==> src/hw/rate_filter_pkg.sv <==
// constants and types for the channel rate and filter configuration bank
package rate_filter_pkg;

  // register indices; the byte address on the bus is four times the index
  localparam logic [5:0] IDX_DEC_INT_LOW = 6'h16;
  localparam logic [5:0] IDX_DEC_INT_MID = 6'h17;
  localparam logic [5:0] IDX_DEC_INT_HIGH = 6'h18;
  localparam logic [5:0] IDX_DEC_FRAC_LOW = 6'h19;
  localparam logic [5:0] IDX_DEC_FRAC_MID0 = 6'h1a;
  localparam logic [5:0] IDX_DEC_FRAC_MID1 = 6'h1b;
  localparam logic [5:0] IDX_DEC_FRAC_TOP = 6'h1c;
  localparam logic [5:0] IDX_CHANNEL_RATE_DIVIDER = 6'h1d;
  localparam logic [5:0] IDX_CHANNEL_FILTER_TYPE = 6'h1e;
  localparam logic [5:0] IDX_WIDEBAND_BW_SELECT = 6'h1f;
  localparam logic [5:0] IDX_MODE_STATUS = 6'h20;

  // byte address layout
  localparam int ADDR_W = 8;
  localparam int WORD_LSB = 2;

  // reset values
  localparam logic [7:0] RST_DEC_INT_LOW = 8'h40;
  localparam logic [7:0] RST_DEC_INT_MID = 8'h00;
  localparam logic [7:0] RST_DEC_INT_HIGH = 8'h00;
  localparam logic [7:0] RST_DEC_FRAC_LOW = 8'h72;
  localparam logic [7:0] RST_DEC_FRAC_MID0 = 8'hb7;
  localparam logic [7:0] RST_DEC_FRAC_MID1 = 8'hce;
  localparam logic [7:0] RST_DEC_FRAC_TOP = 8'h2b;
  localparam logic [7:0] RST_CHANNEL_RATE_DIVIDER = 8'h00;
  localparam logic [7:0] RST_CHANNEL_FILTER_TYPE = 8'h00;
  localparam logic [3:0] RST_WIDEBAND_BW_SELECT = 4'h0;

  // field layout
  localparam int NUM_CHAN = 4;
  localparam int CHAN_FIELD_W = 2;
  localparam int BW_FIELD_W = 4;
  localparam int DEC_INT_W = 24;
  localparam int DEC_FRAC_W = 32;
  localparam int DIV_CNT_W = 3;

  // filter choices of a two-bit selector
  typedef enum logic [1:0] {
    FILTER_WIDEBAND = 2'h0,
    FILTER_SINC6 = 2'h1,
    FILTER_SINC3 = 2'h2,
    FILTER_SINC3_REJECT = 2'h3
  } filter_type_t;

  // rate divider codes
  localparam logic [1:0] RATE_DIV_1 = 2'h0;
  localparam logic [1:0] RATE_DIV_2 = 2'h1;
  localparam logic [1:0] RATE_DIV_4 = 2'h2;
  localparam logic [1:0] RATE_DIV_8 = 2'h3;

endpackage

==> src/hw/channel_rate_filter_config.sv <==
// apb register bank for per-channel rate dividers and filter selection
//
// The APB interface to the registers was chosen for this implementation.
`timescale 1ns/1ns
module channel_rate_filter_config (
  input wire logic clk,
  input wire logic rst,
  // apb slave
  input wire logic psel,
  input wire logic penable,
  input wire logic pwrite,
  input wire logic [rate_filter_pkg::ADDR_W-1:0] paddr,
  input wire logic [31:0] pwdata,
  input wire logic [3:0] pstrb,
  output logic [31:0] prdata,
  output logic pready,
  output logic pslverr,
  // mode strap and base rate strobe pin
  input wire logic mode_master,
  input wire logic base_rate_strobe_in,
  output logic base_rate_strobe_out,
  output logic base_rate_strobe_oe,
  // configuration to the filter datapath
  output logic [1:0] rate_divider_chan0,
  output logic [1:0] rate_divider_chan1,
  output logic [1:0] rate_divider_chan2,
  output logic [1:0] rate_divider_chan3,
  output logic [1:0] filter_type_chan0,
  output logic [1:0] filter_type_chan1,
  output logic [1:0] filter_type_chan2,
  output logic [1:0] filter_type_chan3,
  output logic wide_bw_chan0,
  output logic wide_bw_chan1,
  output logic wide_bw_chan2,
  output logic wide_bw_chan3,
  output logic [3:0] narrow_passband,
  output logic base_strobe,
  output logic [3:0] chan_strobe
);

  localparam int NCH = rate_filter_pkg::NUM_CHAN;
  localparam int FW = rate_filter_pkg::CHAN_FIELD_W;

  // mask of divider count bits that must be zero for a channel strobe
  function automatic logic [rate_filter_pkg::DIV_CNT_W-1:0] div_mask(
    input logic [1:0] code
  );
    logic [rate_filter_pkg::DIV_CNT_W-1:0] m;
    m = 3'h0;
    unique case (code)
      rate_filter_pkg::RATE_DIV_1: m = 3'h0;
      rate_filter_pkg::RATE_DIV_2: m = 3'h1;
      rate_filter_pkg::RATE_DIV_4: m = 3'h3;
      rate_filter_pkg::RATE_DIV_8: m = 3'h7;
    endcase
    return m;
  endfunction

  // bandwidth bit counts only under the wideband filter
  function automatic logic narrow_active(input logic [1:0] ftype, input logic bw);
    return bw && (rate_filter_pkg::filter_type_t'(ftype) == rate_filter_pkg::FILTER_WIDEBAND);
  endfunction

  logic [7:0] int_low_q;
  logic [7:0] int_mid_q;
  logic [7:0] int_high_q;
  logic [7:0] frac_low_q;
  logic [7:0] frac_mid0_q;
  logic [7:0] frac_mid1_q;
  logic [7:0] frac_top_q;
  logic [7:0] rate_div_q;
  logic [7:0] filter_type_q;
  logic [3:0] bw_sel_q;
  logic [31:0] prdata_q;
  logic pslverr_q;

  logic [5:0] index;
  logic aligned;
  logic mapped;
  logic setup;
  logic wr_en;
  logic [7:0] wbyte;
  logic [31:0] rd_word;

  logic mode_meta_q;
  logic mode_sync_q;
  logic strobe_meta_q;
  logic strobe_sync_q;
  logic strobe_prev_q;
  logic gen_strobe;
  logic base_strobe_q;
  logic [rate_filter_pkg::DIV_CNT_W-1:0] div_cnt_q [NCH];

  // address decode
  assign index = paddr[rate_filter_pkg::ADDR_W-1:rate_filter_pkg::WORD_LSB];
  assign aligned = (paddr[rate_filter_pkg::WORD_LSB-1:0] == 2'h0);
  assign setup = psel && !penable;
  assign wr_en = psel && penable && pwrite && mapped && !pslverr_q && pstrb[0];
  assign wbyte = pwdata[7:0];

  always_comb begin
    mapped = aligned;
    unique case (index)
      rate_filter_pkg::IDX_DEC_INT_LOW,
      rate_filter_pkg::IDX_DEC_INT_MID,
      rate_filter_pkg::IDX_DEC_INT_HIGH,
      rate_filter_pkg::IDX_DEC_FRAC_LOW,
      rate_filter_pkg::IDX_DEC_FRAC_MID0,
      rate_filter_pkg::IDX_DEC_FRAC_MID1,
      rate_filter_pkg::IDX_DEC_FRAC_TOP,
      rate_filter_pkg::IDX_CHANNEL_RATE_DIVIDER,
      rate_filter_pkg::IDX_CHANNEL_FILTER_TYPE,
      rate_filter_pkg::IDX_WIDEBAND_BW_SELECT,
      rate_filter_pkg::IDX_MODE_STATUS: mapped = aligned;
      default: mapped = 1'b0;
    endcase
  end

  // read mux, narrow registers sit in the low byte
  always_comb begin
    rd_word = 32'h0;
    unique case (index)
      rate_filter_pkg::IDX_DEC_INT_LOW: rd_word[7:0] = int_low_q;
      rate_filter_pkg::IDX_DEC_INT_MID: rd_word[7:0] = int_mid_q;
      rate_filter_pkg::IDX_DEC_INT_HIGH: rd_word[7:0] = int_high_q;
      rate_filter_pkg::IDX_DEC_FRAC_LOW: rd_word[7:0] = frac_low_q;
      rate_filter_pkg::IDX_DEC_FRAC_MID0: rd_word[7:0] = frac_mid0_q;
      rate_filter_pkg::IDX_DEC_FRAC_MID1: rd_word[7:0] = frac_mid1_q;
      rate_filter_pkg::IDX_DEC_FRAC_TOP: rd_word[7:0] = frac_top_q;
      rate_filter_pkg::IDX_CHANNEL_RATE_DIVIDER: rd_word[7:0] = rate_div_q;
      rate_filter_pkg::IDX_CHANNEL_FILTER_TYPE: rd_word[7:0] = filter_type_q;
      rate_filter_pkg::IDX_WIDEBAND_BW_SELECT: rd_word[3:0] = bw_sel_q;
      rate_filter_pkg::IDX_MODE_STATUS: rd_word[0] = mode_sync_q;
      default: rd_word = 32'h0;
    endcase
  end

  // read data and error captured in the setup cycle
  always_ff @(posedge clk) begin
    if (rst) begin
      prdata_q <= 32'h0;
      pslverr_q <= 1'b0;
    end else if (setup) begin
      prdata_q <= pwrite ? 32'h0 : rd_word;
      pslverr_q <= !mapped;
    end
  end

  // zero wait state slave
  assign pready = 1'b1;
  assign prdata = prdata_q;
  assign pslverr = pslverr_q && psel && penable;

  // integer part of the decimation ratio
  always_ff @(posedge clk) begin
    if (rst) begin
      int_low_q <= rate_filter_pkg::RST_DEC_INT_LOW;
      int_mid_q <= rate_filter_pkg::RST_DEC_INT_MID;
      int_high_q <= rate_filter_pkg::RST_DEC_INT_HIGH;
    end else if (wr_en) begin
      if (index == rate_filter_pkg::IDX_DEC_INT_LOW) int_low_q <= wbyte;
      if (index == rate_filter_pkg::IDX_DEC_INT_MID) int_mid_q <= wbyte;
      if (index == rate_filter_pkg::IDX_DEC_INT_HIGH) int_high_q <= wbyte;
    end
  end

  // fractional part of the decimation ratio
  always_ff @(posedge clk) begin
    if (rst) begin
      frac_low_q <= rate_filter_pkg::RST_DEC_FRAC_LOW;
      frac_mid0_q <= rate_filter_pkg::RST_DEC_FRAC_MID0;
      frac_mid1_q <= rate_filter_pkg::RST_DEC_FRAC_MID1;
      frac_top_q <= rate_filter_pkg::RST_DEC_FRAC_TOP;
    end else if (wr_en) begin
      if (index == rate_filter_pkg::IDX_DEC_FRAC_LOW) frac_low_q <= wbyte;
      if (index == rate_filter_pkg::IDX_DEC_FRAC_MID0) frac_mid0_q <= wbyte;
      if (index == rate_filter_pkg::IDX_DEC_FRAC_MID1) frac_mid1_q <= wbyte;
      if (index == rate_filter_pkg::IDX_DEC_FRAC_TOP) frac_top_q <= wbyte;
    end
  end

  // per-channel rate divider byte
  always_ff @(posedge clk) begin
    if (rst) begin
      rate_div_q <= rate_filter_pkg::RST_CHANNEL_RATE_DIVIDER;
    end else if (wr_en && index == rate_filter_pkg::IDX_CHANNEL_RATE_DIVIDER) begin
      rate_div_q <= wbyte;
    end
  end

  // per-channel filter selector byte
  always_ff @(posedge clk) begin
    if (rst) begin
      filter_type_q <= rate_filter_pkg::RST_CHANNEL_FILTER_TYPE;
    end else if (wr_en && index == rate_filter_pkg::IDX_CHANNEL_FILTER_TYPE) begin
      filter_type_q <= wbyte;
    end
  end

  // wideband bandwidth bits, upper nibble not stored
  always_ff @(posedge clk) begin
    if (rst) begin
      bw_sel_q <= rate_filter_pkg::RST_WIDEBAND_BW_SELECT;
    end else if (wr_en && index == rate_filter_pkg::IDX_WIDEBAND_BW_SELECT) begin
      bw_sel_q <= wbyte[rate_filter_pkg::BW_FIELD_W-1:0];
    end
  end

  // field breakout, channel 3 highest
  assign rate_divider_chan0 = rate_div_q[1*FW-1:0*FW];
  assign rate_divider_chan1 = rate_div_q[2*FW-1:1*FW];
  assign rate_divider_chan2 = rate_div_q[3*FW-1:2*FW];
  assign rate_divider_chan3 = rate_div_q[4*FW-1:3*FW];
  assign filter_type_chan0 = filter_type_q[1*FW-1:0*FW];
  assign filter_type_chan1 = filter_type_q[2*FW-1:1*FW];
  assign filter_type_chan2 = filter_type_q[3*FW-1:2*FW];
  assign filter_type_chan3 = filter_type_q[4*FW-1:3*FW];
  assign wide_bw_chan0 = bw_sel_q[0];
  assign wide_bw_chan1 = bw_sel_q[1];
  assign wide_bw_chan2 = bw_sel_q[2];
  assign wide_bw_chan3 = bw_sel_q[3];

  // high selects the 0.10825 passband, low the 0.433 one
  always_comb begin
    narrow_passband[0] = narrow_active(filter_type_chan0, wide_bw_chan0);
    narrow_passband[1] = narrow_active(filter_type_chan1, wide_bw_chan1);
    narrow_passband[2] = narrow_active(filter_type_chan2, wide_bw_chan2);
    narrow_passband[3] = narrow_active(filter_type_chan3, wide_bw_chan3);
  end

  // two-flop synchronisers for the mode strap and strobe pin
  always_ff @(posedge clk) begin
    if (rst) begin
      mode_meta_q <= 1'b0;
      mode_sync_q <= 1'b0;
      strobe_meta_q <= 1'b0;
      strobe_sync_q <= 1'b0;
      strobe_prev_q <= 1'b0;
    end else begin
      mode_meta_q <= mode_master;
      mode_sync_q <= mode_meta_q;
      strobe_meta_q <= base_rate_strobe_in;
      strobe_sync_q <= strobe_meta_q;
      strobe_prev_q <= strobe_sync_q;
    end
  end

  // rate generator runs only in master mode
  rate_strobe_gen #(
    .INT_W(rate_filter_pkg::DEC_INT_W),
    .FRAC_W(rate_filter_pkg::DEC_FRAC_W)
  ) u_rate_gen (
    .clk(clk),
    .rst(rst),
    .enable(mode_sync_q),
    .dec_integer({int_high_q, int_mid_q, int_low_q}),
    .dec_fraction({frac_top_q, frac_mid1_q, frac_mid0_q, frac_low_q}),
    .strobe(gen_strobe)
  );

  // base strobe from generator in master mode, from pin rising edge in slave
  always_ff @(posedge clk) begin
    if (rst) begin
      base_strobe_q <= 1'b0;
    end else if (mode_sync_q) begin
      base_strobe_q <= gen_strobe;
    end else begin
      base_strobe_q <= strobe_sync_q && !strobe_prev_q;
    end
  end

  assign base_strobe = base_strobe_q;
  assign base_rate_strobe_out = mode_sync_q && base_strobe_q;
  assign base_rate_strobe_oe = mode_sync_q;

  // per-channel divide counters over base strobes
  always_ff @(posedge clk) begin
    if (rst) begin
      for (int i = 0; i < NCH; i++) begin
        div_cnt_q[i] <= '0;
      end
    end else if (base_strobe_q) begin
      for (int i = 0; i < NCH; i++) begin
        div_cnt_q[i] <= div_cnt_q[i] + 3'h1;
      end
    end
  end

  // channel strobe when the masked count is zero
  always_comb begin
    for (int i = 0; i < NCH; i++) begin
      chan_strobe[i] = base_strobe_q &&
        ((div_cnt_q[i] & div_mask(rate_div_q[i*FW +: FW])) == 3'h0);
    end
  end

endmodule

==> src/hw/rate_strobe_gen.sv <==
// fractional rate generator that makes the base rate strobe from the clock
`timescale 1ns/1ns
module rate_strobe_gen #(
  parameter int INT_W = 24,
  parameter int FRAC_W = 32
) (
  input wire logic clk,
  input wire logic rst,
  input wire logic enable,
  input wire logic [INT_W-1:0] dec_integer,
  input wire logic [FRAC_W-1:0] dec_fraction,
  output logic strobe
);

  localparam int ACC_W = INT_W + FRAC_W + 1;
  localparam logic [ACC_W-1:0] ONE_CLOCK = {{(INT_W){1'b0}}, 1'b1, {(FRAC_W){1'b0}}};

  logic [ACC_W-1:0] ratio;
  logic [ACC_W-1:0] acc_q;
  logic [ACC_W-1:0] acc_sum;
  logic hit;

  // ratio is integer plus fraction times two to the minus fraction width
  assign ratio = {1'b0, dec_integer, dec_fraction};
  assign acc_sum = acc_q + ONE_CLOCK;
  // a ratio below one clock fires on every clock
  assign hit = (acc_sum >= ratio);

  // phase accumulator, one clock worth added each edge
  always_ff @(posedge clk) begin
    if (rst || !enable) begin
      acc_q <= '0;
    end else if (hit) begin
      acc_q <= (ratio > acc_sum) ? '0 : acc_sum - ratio;
    end else begin
      acc_q <= acc_sum;
    end
  end

  // registered one-cycle strobe
  always_ff @(posedge clk) begin
    if (rst) begin
      strobe <= 1'b0;
    end else begin
      strobe <= enable && hit;
    end
  end

endmodule

==> config.mk <==
export PLATFORM = sky130hd
export DESIGN_NAME = channel_rate_filter_config
export DESIGN_NICKNAME = d
export VERILOG_FILES = /design/src/hw/rate_filter_pkg.sv /design/src/hw/channel_rate_filter_config.sv /design/src/hw/rate_strobe_gen.sv
export SDC_FILE = /design/constraint.sdc
export NUM_CORES = 1
export LEC_CHECK = 0
export BUFFER_PORTS_ARGS = -buffer_cell sky130_fd_sc_hd__buf_4
export CAP_MARGIN = 20
export CELL_PAD_IN_SITES_DETAIL_PLACEMENT = 1
export CELL_PAD_IN_SITES_GLOBAL_PLACEMENT = 1
export CORE_ASPECT_RATIO = 0.9
export CORE_MARGIN = 1.5
export CORE_UTILIZATION = 40
export CTS_CLUSTER_SIZE = 40
export DETAILED_ROUTE_END_ITERATION = 7
export GPL_ROUTABILITY_DRIVEN = 0
export PLACE_DENSITY_LB_ADDON = 0.12
export SETUP_SLACK_MARGIN = 0.2
export SYNTH_ARGS = -nofsm -noshare
export SYNTH_HDL_FRONTEND = slang
export SYNTH_SLANG_ARGS = --single-unit
==> constraint.sdc <==
create_clock -name clk -period 4.51 [get_ports clk]
set_input_delay 0.902 -clock clk [delete_from_list [all_inputs] [get_ports clk]]
set_output_delay 0.902 -clock clk [all_outputs]
set_load 0.05 [all_outputs]
* Word level (Yosys, flattened, before mapping)
Memories as Yosys holds them, arrays and structs flattened.
Cells that the tools add are included.
** Cells by class
- $add $sub $neg :: 6
- $lt $le $gt $ge :: 2
- Eq/ne operators :: 23
- Muxes and demuxes :: 21
- Bitwise logic cells :: 8
- Reduce and logical (&&, ||, !) cells :: 49
** Operators with widths (count)
- 57-bit two-way mux :: 2
- 6-bit by 5-bit equality test with 1-bit output (second input constant) :: 10
- 57-bit by 33-bit adder with 57-bit output (second input constant) :: 1
- 57-bit by 56-bit greater-or-equal comparator with 1-bit output :: 1
- 56-bit by 57-bit greater-than comparator with 1-bit output :: 1
- 57-bit by 56-bit subtractor with 57-bit output :: 1
- 3-bit one-hot mux with 4 select lines :: 4
- 4-bit one-hot mux with 9 select lines :: 1
- 3-bit one-hot mux with 10 select lines :: 1
- 1-bit logical AND :: 22
- 2-bit zero test :: 9
- 2-bit equality test (second input constant) :: 8
- 2-bit AND reduction :: 7
- 3-bit by 1-bit adder with 3-bit output (second input constant) :: 4
- 3-bit bitwise AND :: 4
- 3-bit zero test :: 4
- 3-bit two-way mux :: 4
- 1-bit one-hot mux with 11 select lines :: 1
- 11-bit OR reduction :: 1
- 2-bit by 1-bit equality test with 1-bit output (second input constant) :: 4
- 8-bit two-way mux :: 1
- 1-bit two-way mux :: 7
- 6-bit equality test (second input constant) :: 1
- 1-bit zero test :: 5
- 2 further kinds :: 5
** Storage, ports and cells
- Register bits :: 173
- RAM bits :: 12
- Bits of input ports :: 51
- Output and inout bits :: 65
- Memories :: 1
** Memories
- div_cnt_q :: depth 4, bits a word 3, rd ports 4, clocked after Yosys merged registers in 0, wr ports 4, line channel_rate_filter_config.sv:92 : logic [rate_filter_pkg::DIV_CNT_W-1:0] div_cnt_q [NCH];

* Depth between registers and ports, before layout
Gate-level depths: netlist of run 1.
- Word-level depth :: 7
- Gate-level depth with buffers :: 17
- Depth with buffers taken out :: 15

* Cells and area by module
From an unflattened synthesis of run 1, not the netlist that was laid out.
** Unflattened totals
- Cell total of the unflattened synthesis :: 1344
- Area, all modules :: 11053.1 um^2
** Modules (own cells, without submodules)
- rate_strobe_gen :: times used 1, cells an instance 860, area each 6193.4 um^2
- channel_rate_filter_config :: times used 1, cells an instance 484, area each 4859.7 um^2

* Worst setup path after synthesis of run 1
OpenSTA, ideal clock, no wires.
- Path kind :: reg2reg
- From :: reg u_rate_gen.acc_q[37]
- To :: reg u_rate_gen.acc_q[55]
- Library setup time :: 0.130 ns
- Arrival :: 3.354 ns
- Data required time :: 4.380 ns
- Path slack :: 1.026 ns
- Stages on the path, launching flop included :: 16
- Path buffers :: 1
- Period minus slack after synthesis :: 3.484 ns
- Path through :: dfxtp_1 -> and4_4 -> nand4_4 -> nor3_1 -> nand2_1 -> nor2_1 -> xor2_1 -> ha_1 -> and3_1 -> nand2_1 -> nor3_1 -> nand4_1 -> nand4_1 -> clkbuf_1 -> o22a_1 -> o211ai_1
** Between the ends
- Longest elaborated chain between the ends :: 4
- Elaborated cells between the ends (all ways) :: 6
** Ends and longest elaborated chain
- start, declared :: line rate_strobe_gen.sv:19 : logic [ACC_W-1:0] acc_q;
- start signal, assigned :: line rate_strobe_gen.sv:34 : acc_q <= (ratio > acc_sum) ? '0 : acc_sum - ratio;
- start signal, assigned :: line rate_strobe_gen.sv:36 : acc_q <= acc_sum;
- 57-bit by 33-bit adder with 57-bit output (*) :: line rate_strobe_gen.sv:25 : assign acc_sum = acc_q + ONE_CLOCK;
- 57-bit by 56-bit subtractor with 57-bit output / 56-bit by 57-bit greater-than comparator with 1-bit output (equally long branches) :: line rate_strobe_gen.sv:34
- 57-bit two-way mux :: line rate_strobe_gen.sv:34
- 57-bit two-way mux (*) :: line rate_strobe_gen.sv:33 : end else if (hit) begin
Mark *: on every way between the ends. The rest lies on a longest branch, timed or not.
A chain may end at the register's enable or synchronous reset.

* Final worst setup path of run 1
- From :: reg u_rate_gen.acc_q[34]
- To :: reg u_rate_gen.acc_q[37]
Same word-level chain as after synthesis.

==> flow_metrics.py, run 1 <==
metrics = {
    "setup_path": {
        "cp.buffers_inverters": 1,
        "cp_cell_sequence": "and3_1 > nand3_1 > nor3_1 > buf_4 > nand2_1 > nor2_1 > xor2_1 > ha_1 > a21oi_1 > o21ai_0 > o21a_1 > o21ai_0 > and4b_4 > and2_4 > and3_1 > o21a_1",
        "worstPathMaxFanout": 36,
        "path_class": "flip-flop to flip-flop",
        "startpoint_type": "flip-flop",
        "rrSetupSlack_ps": 440,
        "slowest_delay_ps": 450,
        "critical-path-slowest-cell": "and2_4",
        "crit_path_end_kind": "flip-flop",
        "cp_top_family": "simple AND/OR/NAND/NOR gates",
        "worstPathArrival_ps": 4450,
        "worstPathRequired_ps": 4890,
    },
    "yosys": {
        "synthCells": 1392,
        "synthFlopType": "dfxtp_1",
        "yosys_warnings": 0,
        "synth-seq-cells": 161,
        "synth-seq-area-share": 0.308,
        "synth_cell_types": 70,
        "netlist_area_um2": 10900,
        "ys_async_sr_fraction": 0,
        "synth-edff-count": 12,
        "syn_area_per_cell_um2": 7.80,
    },
    "die": {
        "io_pins": 116,
        "fp.dieW_um": 177,
        "core_um2": 26800,
        "num_rows": 57,
        "initial_utilization": 0.405,
        "fp.dieH_um": 159,
        "die_area_um2": 28100,
    },
    "power": {
        "power_w": 0.00860,
        "power.internal_w": 0.00430,
        "seqPwrFrac": 0.194,
        "clkPwrFrac": 0.179,
        "power_switching_w": 0.00431,
        "p_sw_frac": 0.501,
        "p_leak_nw": 5.23,
        "p_comb_frac": 0.627,
        "power_density_nw_per_um2": 708,
        "vdd.ir_drop.worst_uv": 1190,
    },
    "drt": {
        "wirelength_um": 36600,
        "wire_per_inst_um": 20.6,
        "vias_per_cell": 5.65,
        "drc": 0,
        "postRouteAntennaNets": 0,
        "drt_pass1_iterations": 5,
        "num_vias": 10047,
        "drt_iter0_drc": 604,
    },
    "clock_network": {
        "cts_made_buffers": 17,
        "htreeDepth": 4,
        "path_clk_slew_ps": 60,
        "clk_path_buf_depth": 2,
        "clkSinkCount": 161,
        "cts_root_buf": "clkbuf_16",
        "ctsHoldBuffers": 0,
        "clock_latency_ps": 440,
        "tritoncts": "done",
    },
    "placed_design": {
        "numPlacedInstances": 1745,
        "io_buffers": 63,
        "dp_slack_ps": 270,
        "dp_hpwl_um": 27600,
        "placed_cell_area_um2": 11500,
    },
    "cells_and_area": {
        "synthToLayoutAreaGrowth_pct": 11.9,
        "fin_area_um2": 12100,
        "final_cells": 1779,
        "drive_above_1_share": 0.103,
        "antenna_cells": 0,
        "nets": 1525,
    },
    "grt": {
        "grt_overflow": 0,
        "grt_max_degree": 51,
        "grtUsageTotal": 0.266,
        "grt_pass1_wl_um": 57500,
        "antenna_found_initial": 0,
        "grt_pass1_vias": 10065,
    },
    "timing": {
        "max_freq_ghz": 0.246,
        "tightestPinTransition_ps": 702,
        "setup_tns_ps": 0,
        "finalHoldViolCount": 0,
        "slew_viol_final": 0,
        "fin_crit_ps": 4070,
        "setup_ws_ps": 443,
        "setup_viol": 0,
        "rsz0062_at_grt": "true",
        "slew_headroom": 0.528,
        "finClkSkew_ps": 15.9,
        "period_share": 0.902,
    },
    "run": {
        "maxCapViolCount": 0,
    },
    "worst_hold_path": {
        "min_path_type": "flip-flop to flip-flop",
    },
    "outcome": {
        "outcome": "finished, final reports clean",
    },
}
-- metrics by stage --
stage / hold WS [ps] / utilization
after global routing: 476 / 0.453
after detailed placement: 428 / 0.429
final: 456 / 0.453
after floorplan: 414 / -
after CTS: 456 / 0.452
after global placement: 419 / 0.429
-- Yosys cell counts (26+ instances only) --
cell      instances  share of area
dfxtp_1         149           0.27
nand2_1         141          0.049
a21oi_1         140          0.065
nor2_1          122          0.042
inv_1            86          0.030
o21ai_0          86          0.040
clkbuf_1         75          0.026
ha_1             61          0.070
nand3_1          60          0.028
xnor2_1          51          0.041
mux2i_1          33          0.030
a21o_1           27          0.019
nand2b_1         26          0.015
-- power by group through the flow --
stage | clock network, W | logic (W) | registers (W)
6_report | 0.00154 | 0.00539 | 0.00167
5_1_grt | 0.00163 | 0.00587 | 0.00168
4_1_cts | 0.00157 | 0.00537 | 0.00166
2_1_floorplan | 0 | 0.00308 | 0.00163
3_5_place_dp | 0 | 0.00535 | 0.00170
3_3_place_gp | 0 | 0.00528 | 0.00169
-- per-layer routing --
metal / vias to the layer above / part of all wire / global-route usage
met5: - / 0 / 0
li1: 4892 / - / -
met2: 186 / 0.46 / 0.428
met1: 4932 / 0.48 / 0.370
met4: 0 / 0.017 / 0.0755
met3: 37 / 0.040 / 0.0365
-- worst register-to-register path, stage by stage (launching register included) --
cell     delay (ps)
dfxtp_1         390
and3_1          270
nand3_1         290
nor3_1          250
buf_4           180
nand2_1          80
nor2_1          130
xor2_1          250
ha_1            350
a21oi_1         190
o21ai_0         110
o21a_1          160
o21ai_0         230
and4b_4         310
and2_4          450
and3_1          250
o21a_1          120
-- kinds of logic after synthesis --
| logic type | Yosys count | synth area share |
|---|---|---|
| adder cells (fa/ha/maj) | 62 | 0.0722 |
| flip-flops | 161 | 0.308 |
| AND/OR/NAND/NOR | 473 | 0.210 |
| XOR/XNOR | 76 | 0.0613 |
| other | 2 | 0.000692 |
| AO/OA/AOI/OAI | 381 | 0.219 |
| multiplexers | 44 | 0.0533 |
| buffers and inverters | 193 | 0.0763 |
-- final cells by class --
type                            count  area [um2]
Inverter                           86         323
Tap cell                          354         443
Clock buffer                       19         453
Timing Repair Buffer               85         651
Sequential cell                   161        3340
Multi-Input combinational cell   1061        6780
Fill cell                        3331       14700
Clock inverter                     13         158
-- cells in the final DEF, fill, tap and decap left out, drive strengths merged, types with 22 or more instances in the layout --
cell    instances
nor3           22
mux2i          33
o21ai          90
inv            89
a21oi         140
nand2b         26
dfxtp         149
a21o           27
a211o          22
xor2           25
ha             61
nand2         141
buf            85
nand4          25
conb           25
xnor2          51
nor2          122
nand3          60
-- registers in the layout, summed over array words and instances (netlist names) --
name                 cells
frac_mid0_q              8
div_cnt_q               12
frac_mid1_q              8
strobe_meta_q            1
pslverr_q                1
rate_div_q               8
int_high_q               8
strobe_sync_q            1
int_low_q                8
int_mid_q                8
base_strobe              1
bw_sel_q                 4
u_rate_gen.acc_q        57
strobe_prev_q            1
filter_type_q            8
mode_meta_q              1
prdata                   8
base_rate_strobe_oe      1
frac_low_q               8
frac_top_q               8
u_rate_gen.strobe        1
-- path summary, 6_finish.rpt --
path                                          end                             from  cells past startpoint
setup / recovery  u_rate_gen.acc_q[37]$_SDFF_PP0_  u_rate_gen.acc_q[34]$_SDFF_PP0_                     16
hold / removal     base_rate_strobe_oe$_SDFF_PP0_           mode_meta_q$_SDFF_PP0_                      1
setup reg to reg  u_rate_gen.acc_q[37]$_SDFF_PP0_  u_rate_gen.acc_q[34]$_SDFF_PP0_                     16
hold reg to reg    base_rate_strobe_oe$_SDFF_PP0_           mode_meta_q$_SDFF_PP0_                      1
-- timing repair --
action / 4_1_cts / 5_1_grt
endpoints found under the setup margin: 0 / 48
setup buffers: 0 / 2
gates resized for setup: 0 / 2
Note: power is estimated with default switching activity, not from simulation.
==> inputs of run 2 (changes only) <==
--- a/config.mk
+++ b/config.mk
@@ -9,12 +9,13 @@
 export CAP_MARGIN = 20
 export CELL_PAD_IN_SITES_DETAIL_PLACEMENT = 1
 export CELL_PAD_IN_SITES_GLOBAL_PLACEMENT = 1
-export CORE_ASPECT_RATIO = 0.9
+export CORE_ASPECT_RATIO = 1.25
 export CORE_MARGIN = 1.5
 export CORE_UTILIZATION = 40
 export CTS_CLUSTER_SIZE = 40
 export DETAILED_ROUTE_END_ITERATION = 7
 export GPL_ROUTABILITY_DRIVEN = 0
+export HOLD_SLACK_MARGIN = 0.06
 export PLACE_DENSITY_LB_ADDON = 0.12
 export SETUP_SLACK_MARGIN = 0.2
 export SYNTH_ARGS = -nofsm -noshare
==> flow_metrics.py, run 2 (synthesis results as in run 1) <==
metrics = {
    "outcome": {
        "outcome": "finished, final reports clean",
    },
    "cells_and_area": {
        "synthToLayoutAreaGrowth_pct": 12.2,
        "drive_above_1_share": 0.104,
        "largest_reg_flops": 57,
        "top_register": "u_rate_gen.acc_q",
        "final_cells": 1773,
        "antenna_cells": 0,
        "nets": 1529,
        "mostFrequentLayoutCell": "dfxtp_1",
        "largestRegisters": "u_rate_gen.acc_q: 57 flops, div_cnt_q: 12 flops",
        "final_cell_mix": "dfxtp_1 (149), nand2_1 (141), a21oi_1 (140), nor2_1 (122), buf_4 (88)",
    },
    "die": {
        "core_um2": 26700,
        "num_rows": 67,
        "initial_utilization": 0.406,
        "die_area_um2": 28100,
        "fp.dieH_um": 187,
        "io_pins": 116,
        "fp.dieW_um": 150,
    },
    "drt": {
        "num_vias": 10084,
        "drc": 0,
        "drt_iter0_drc": 406,
        "drt_pass1_iterations": 4,
        "wire_per_inst_um": 20.2,
        "postRouteAntennaNets": 0,
        "vias_per_cell": 5.69,
        "wirelength_um": 35900,
    },
    "setup_path": {
        "worstPathMaxFanout": 23,
        "path_class": "flip-flop to flip-flop",
        "crit_path_end_kind": "flip-flop",
        "worstPathRequired_ps": 4880,
        "startpoint_type": "flip-flop",
        "worstPathArrival_ps": 4340,
    },
    "grt": {
        "grt_pass1_wl_um": 57300,
        "grt_max_degree": 54,
        "grt_pass1_vias": 10509,
        "grtUsageTotal": 0.262,
        "grt_overflow": 0,
        "antenna_found_initial": 0,
    },
    "worst_hold_path": {
        "min_path_type": "flip-flop to flip-flop",
    },
    "timing": {
        "setup_tns_ps": 0,
        "tightestPinTransition_ps": 896,
        "max_freq_ghz": 0.252,
        "period_share": 0.879,
        "rsz0062_at_grt": "false",
        "setup_viol": 0,
        "slew_viol_final": 0,
        "slew_headroom": 0.397,
        "fin_crit_ps": 3970,
        "finalHoldViolCount": 0,
        "finClkSkew_ps": 16.3,
    },
    "clock_network": {
        "cts_made_buffers": 17,
        "clkSinkCount": 161,
        "path_clk_slew_ps": 70,
        "htreeDepth": 4,
        "clk_path_buf_depth": 2,
        "cts_root_buf": "clkbuf_16",
        "ctsHoldBuffers": 0,
        "clock_latency_ps": 460,
        "tritoncts": "done",
    },
    "run": {
        "maxCapViolCount": 0,
    },
    "placed_design": {
        "dp_hpwl_um": 27400,
        "io_buffers": 63,
        "numPlacedInstances": 1740,
    },
    "power": {
        "p_comb_frac": 0.575,
        "power_switching_w": 0.00355,
        "vdd.ir_drop.worst_uv": 748,
        "seqPwrFrac": 0.214,
        "p_sw_frac": 0.470,
        "power.internal_w": 0.00400,
        "power_density_nw_per_um2": 620,
        "clkPwrFrac": 0.211,
        "p_leak_nw": 5.26,
    },
}
## run 2: path summary, 6_finish.rpt
path | slack (ps) | cells after the start | to | from
setup / recovery | 540 | 14 | u_rate_gen.acc_q[21]$_SDFFE_PP0P_ | u_rate_gen.acc_q[32]$_SDFF_PP0_
hold / removal | 440 | 1 | strobe_sync_q$_SDFF_PP0_ | strobe_meta_q$_SDFF_PP0_
setup reg to reg | 540 | 14 | u_rate_gen.acc_q[21]$_SDFFE_PP0P_ | u_rate_gen.acc_q[32]$_SDFF_PP0_
hold reg to reg | 440 | 1 | strobe_sync_q$_SDFF_PP0_ | strobe_meta_q$_SDFF_PP0_
## run 2: timing repair
| action | CTS | global route |
|---|---|---|
| endpoints found under the setup margin | 0 | 36 |
| gates resized for setup | 0 | 3 |
| setup buffers | 0 | 2 |
## run 2: routing by layer
| layer | global-route usage | wire length (um) | up-vias |
|---|---|---|---|
| li1 | - | - | 4916 |
| met1 | 0.322 | 15500 | 4939 |
| met2 | 0.464 | 18300 | 179 |
| met3 | 0.0402 | 1150 | 50 |
| met4 | 0.0837 | 953 | 0 |
| met5 | 0 | 0 | - |
## run 2: power groups by stage
stage                     registers [W]  clock network, W  logic [W]
after floorplan                 0.00163                 0    0.00308
after global placement          0.00164                 0    0.00427
after detailed placement        0.00165                 0    0.00434
after CTS                       0.00162           0.00162    0.00437
after global routing            0.00163           0.00168    0.00481
final                           0.00161           0.00159    0.00434
## run 2: final cells by class
cell class                      instances  area (um2)
Multi-Input combinational cell       1061        6780
Clock buffer                           20         447
Timing Repair Buffer                   89         681
Tap cell                              345         432
Clock inverter                         11         176
Sequential cell                       161        3340
Fill cell                            3279       14600
Inverter                               86         323
## run 2: worst max-delay path: stages (launching register included)
cell	delay (ps)
dfxtp_1	410
ha_1	260
nand3_1	110
xnor2_1	160
ha_1	460
nand3_1	150
nor3_1	550
nand2_1	130
a21oi_1	170
buf_4	180
o2111ai_1	230
and2_4	340
buf_12	190
or3b_1	380
a21oi_1	140
## run 2: per-stage QoR
stage	total power, W	hold WS (ps)	utilization	worst slack [ps]	area [um2]
global placement	0.00591	418	0.431	506	11500
floorplan	0.00470	414	-	1030	10900
CTS	0.00761	446	0.455	331	12200
detailed placement	0.00599	435	0.431	382	11500
global route	0.00813	458	0.455	216	12200
finish	0.00755	440	0.455	544	12200
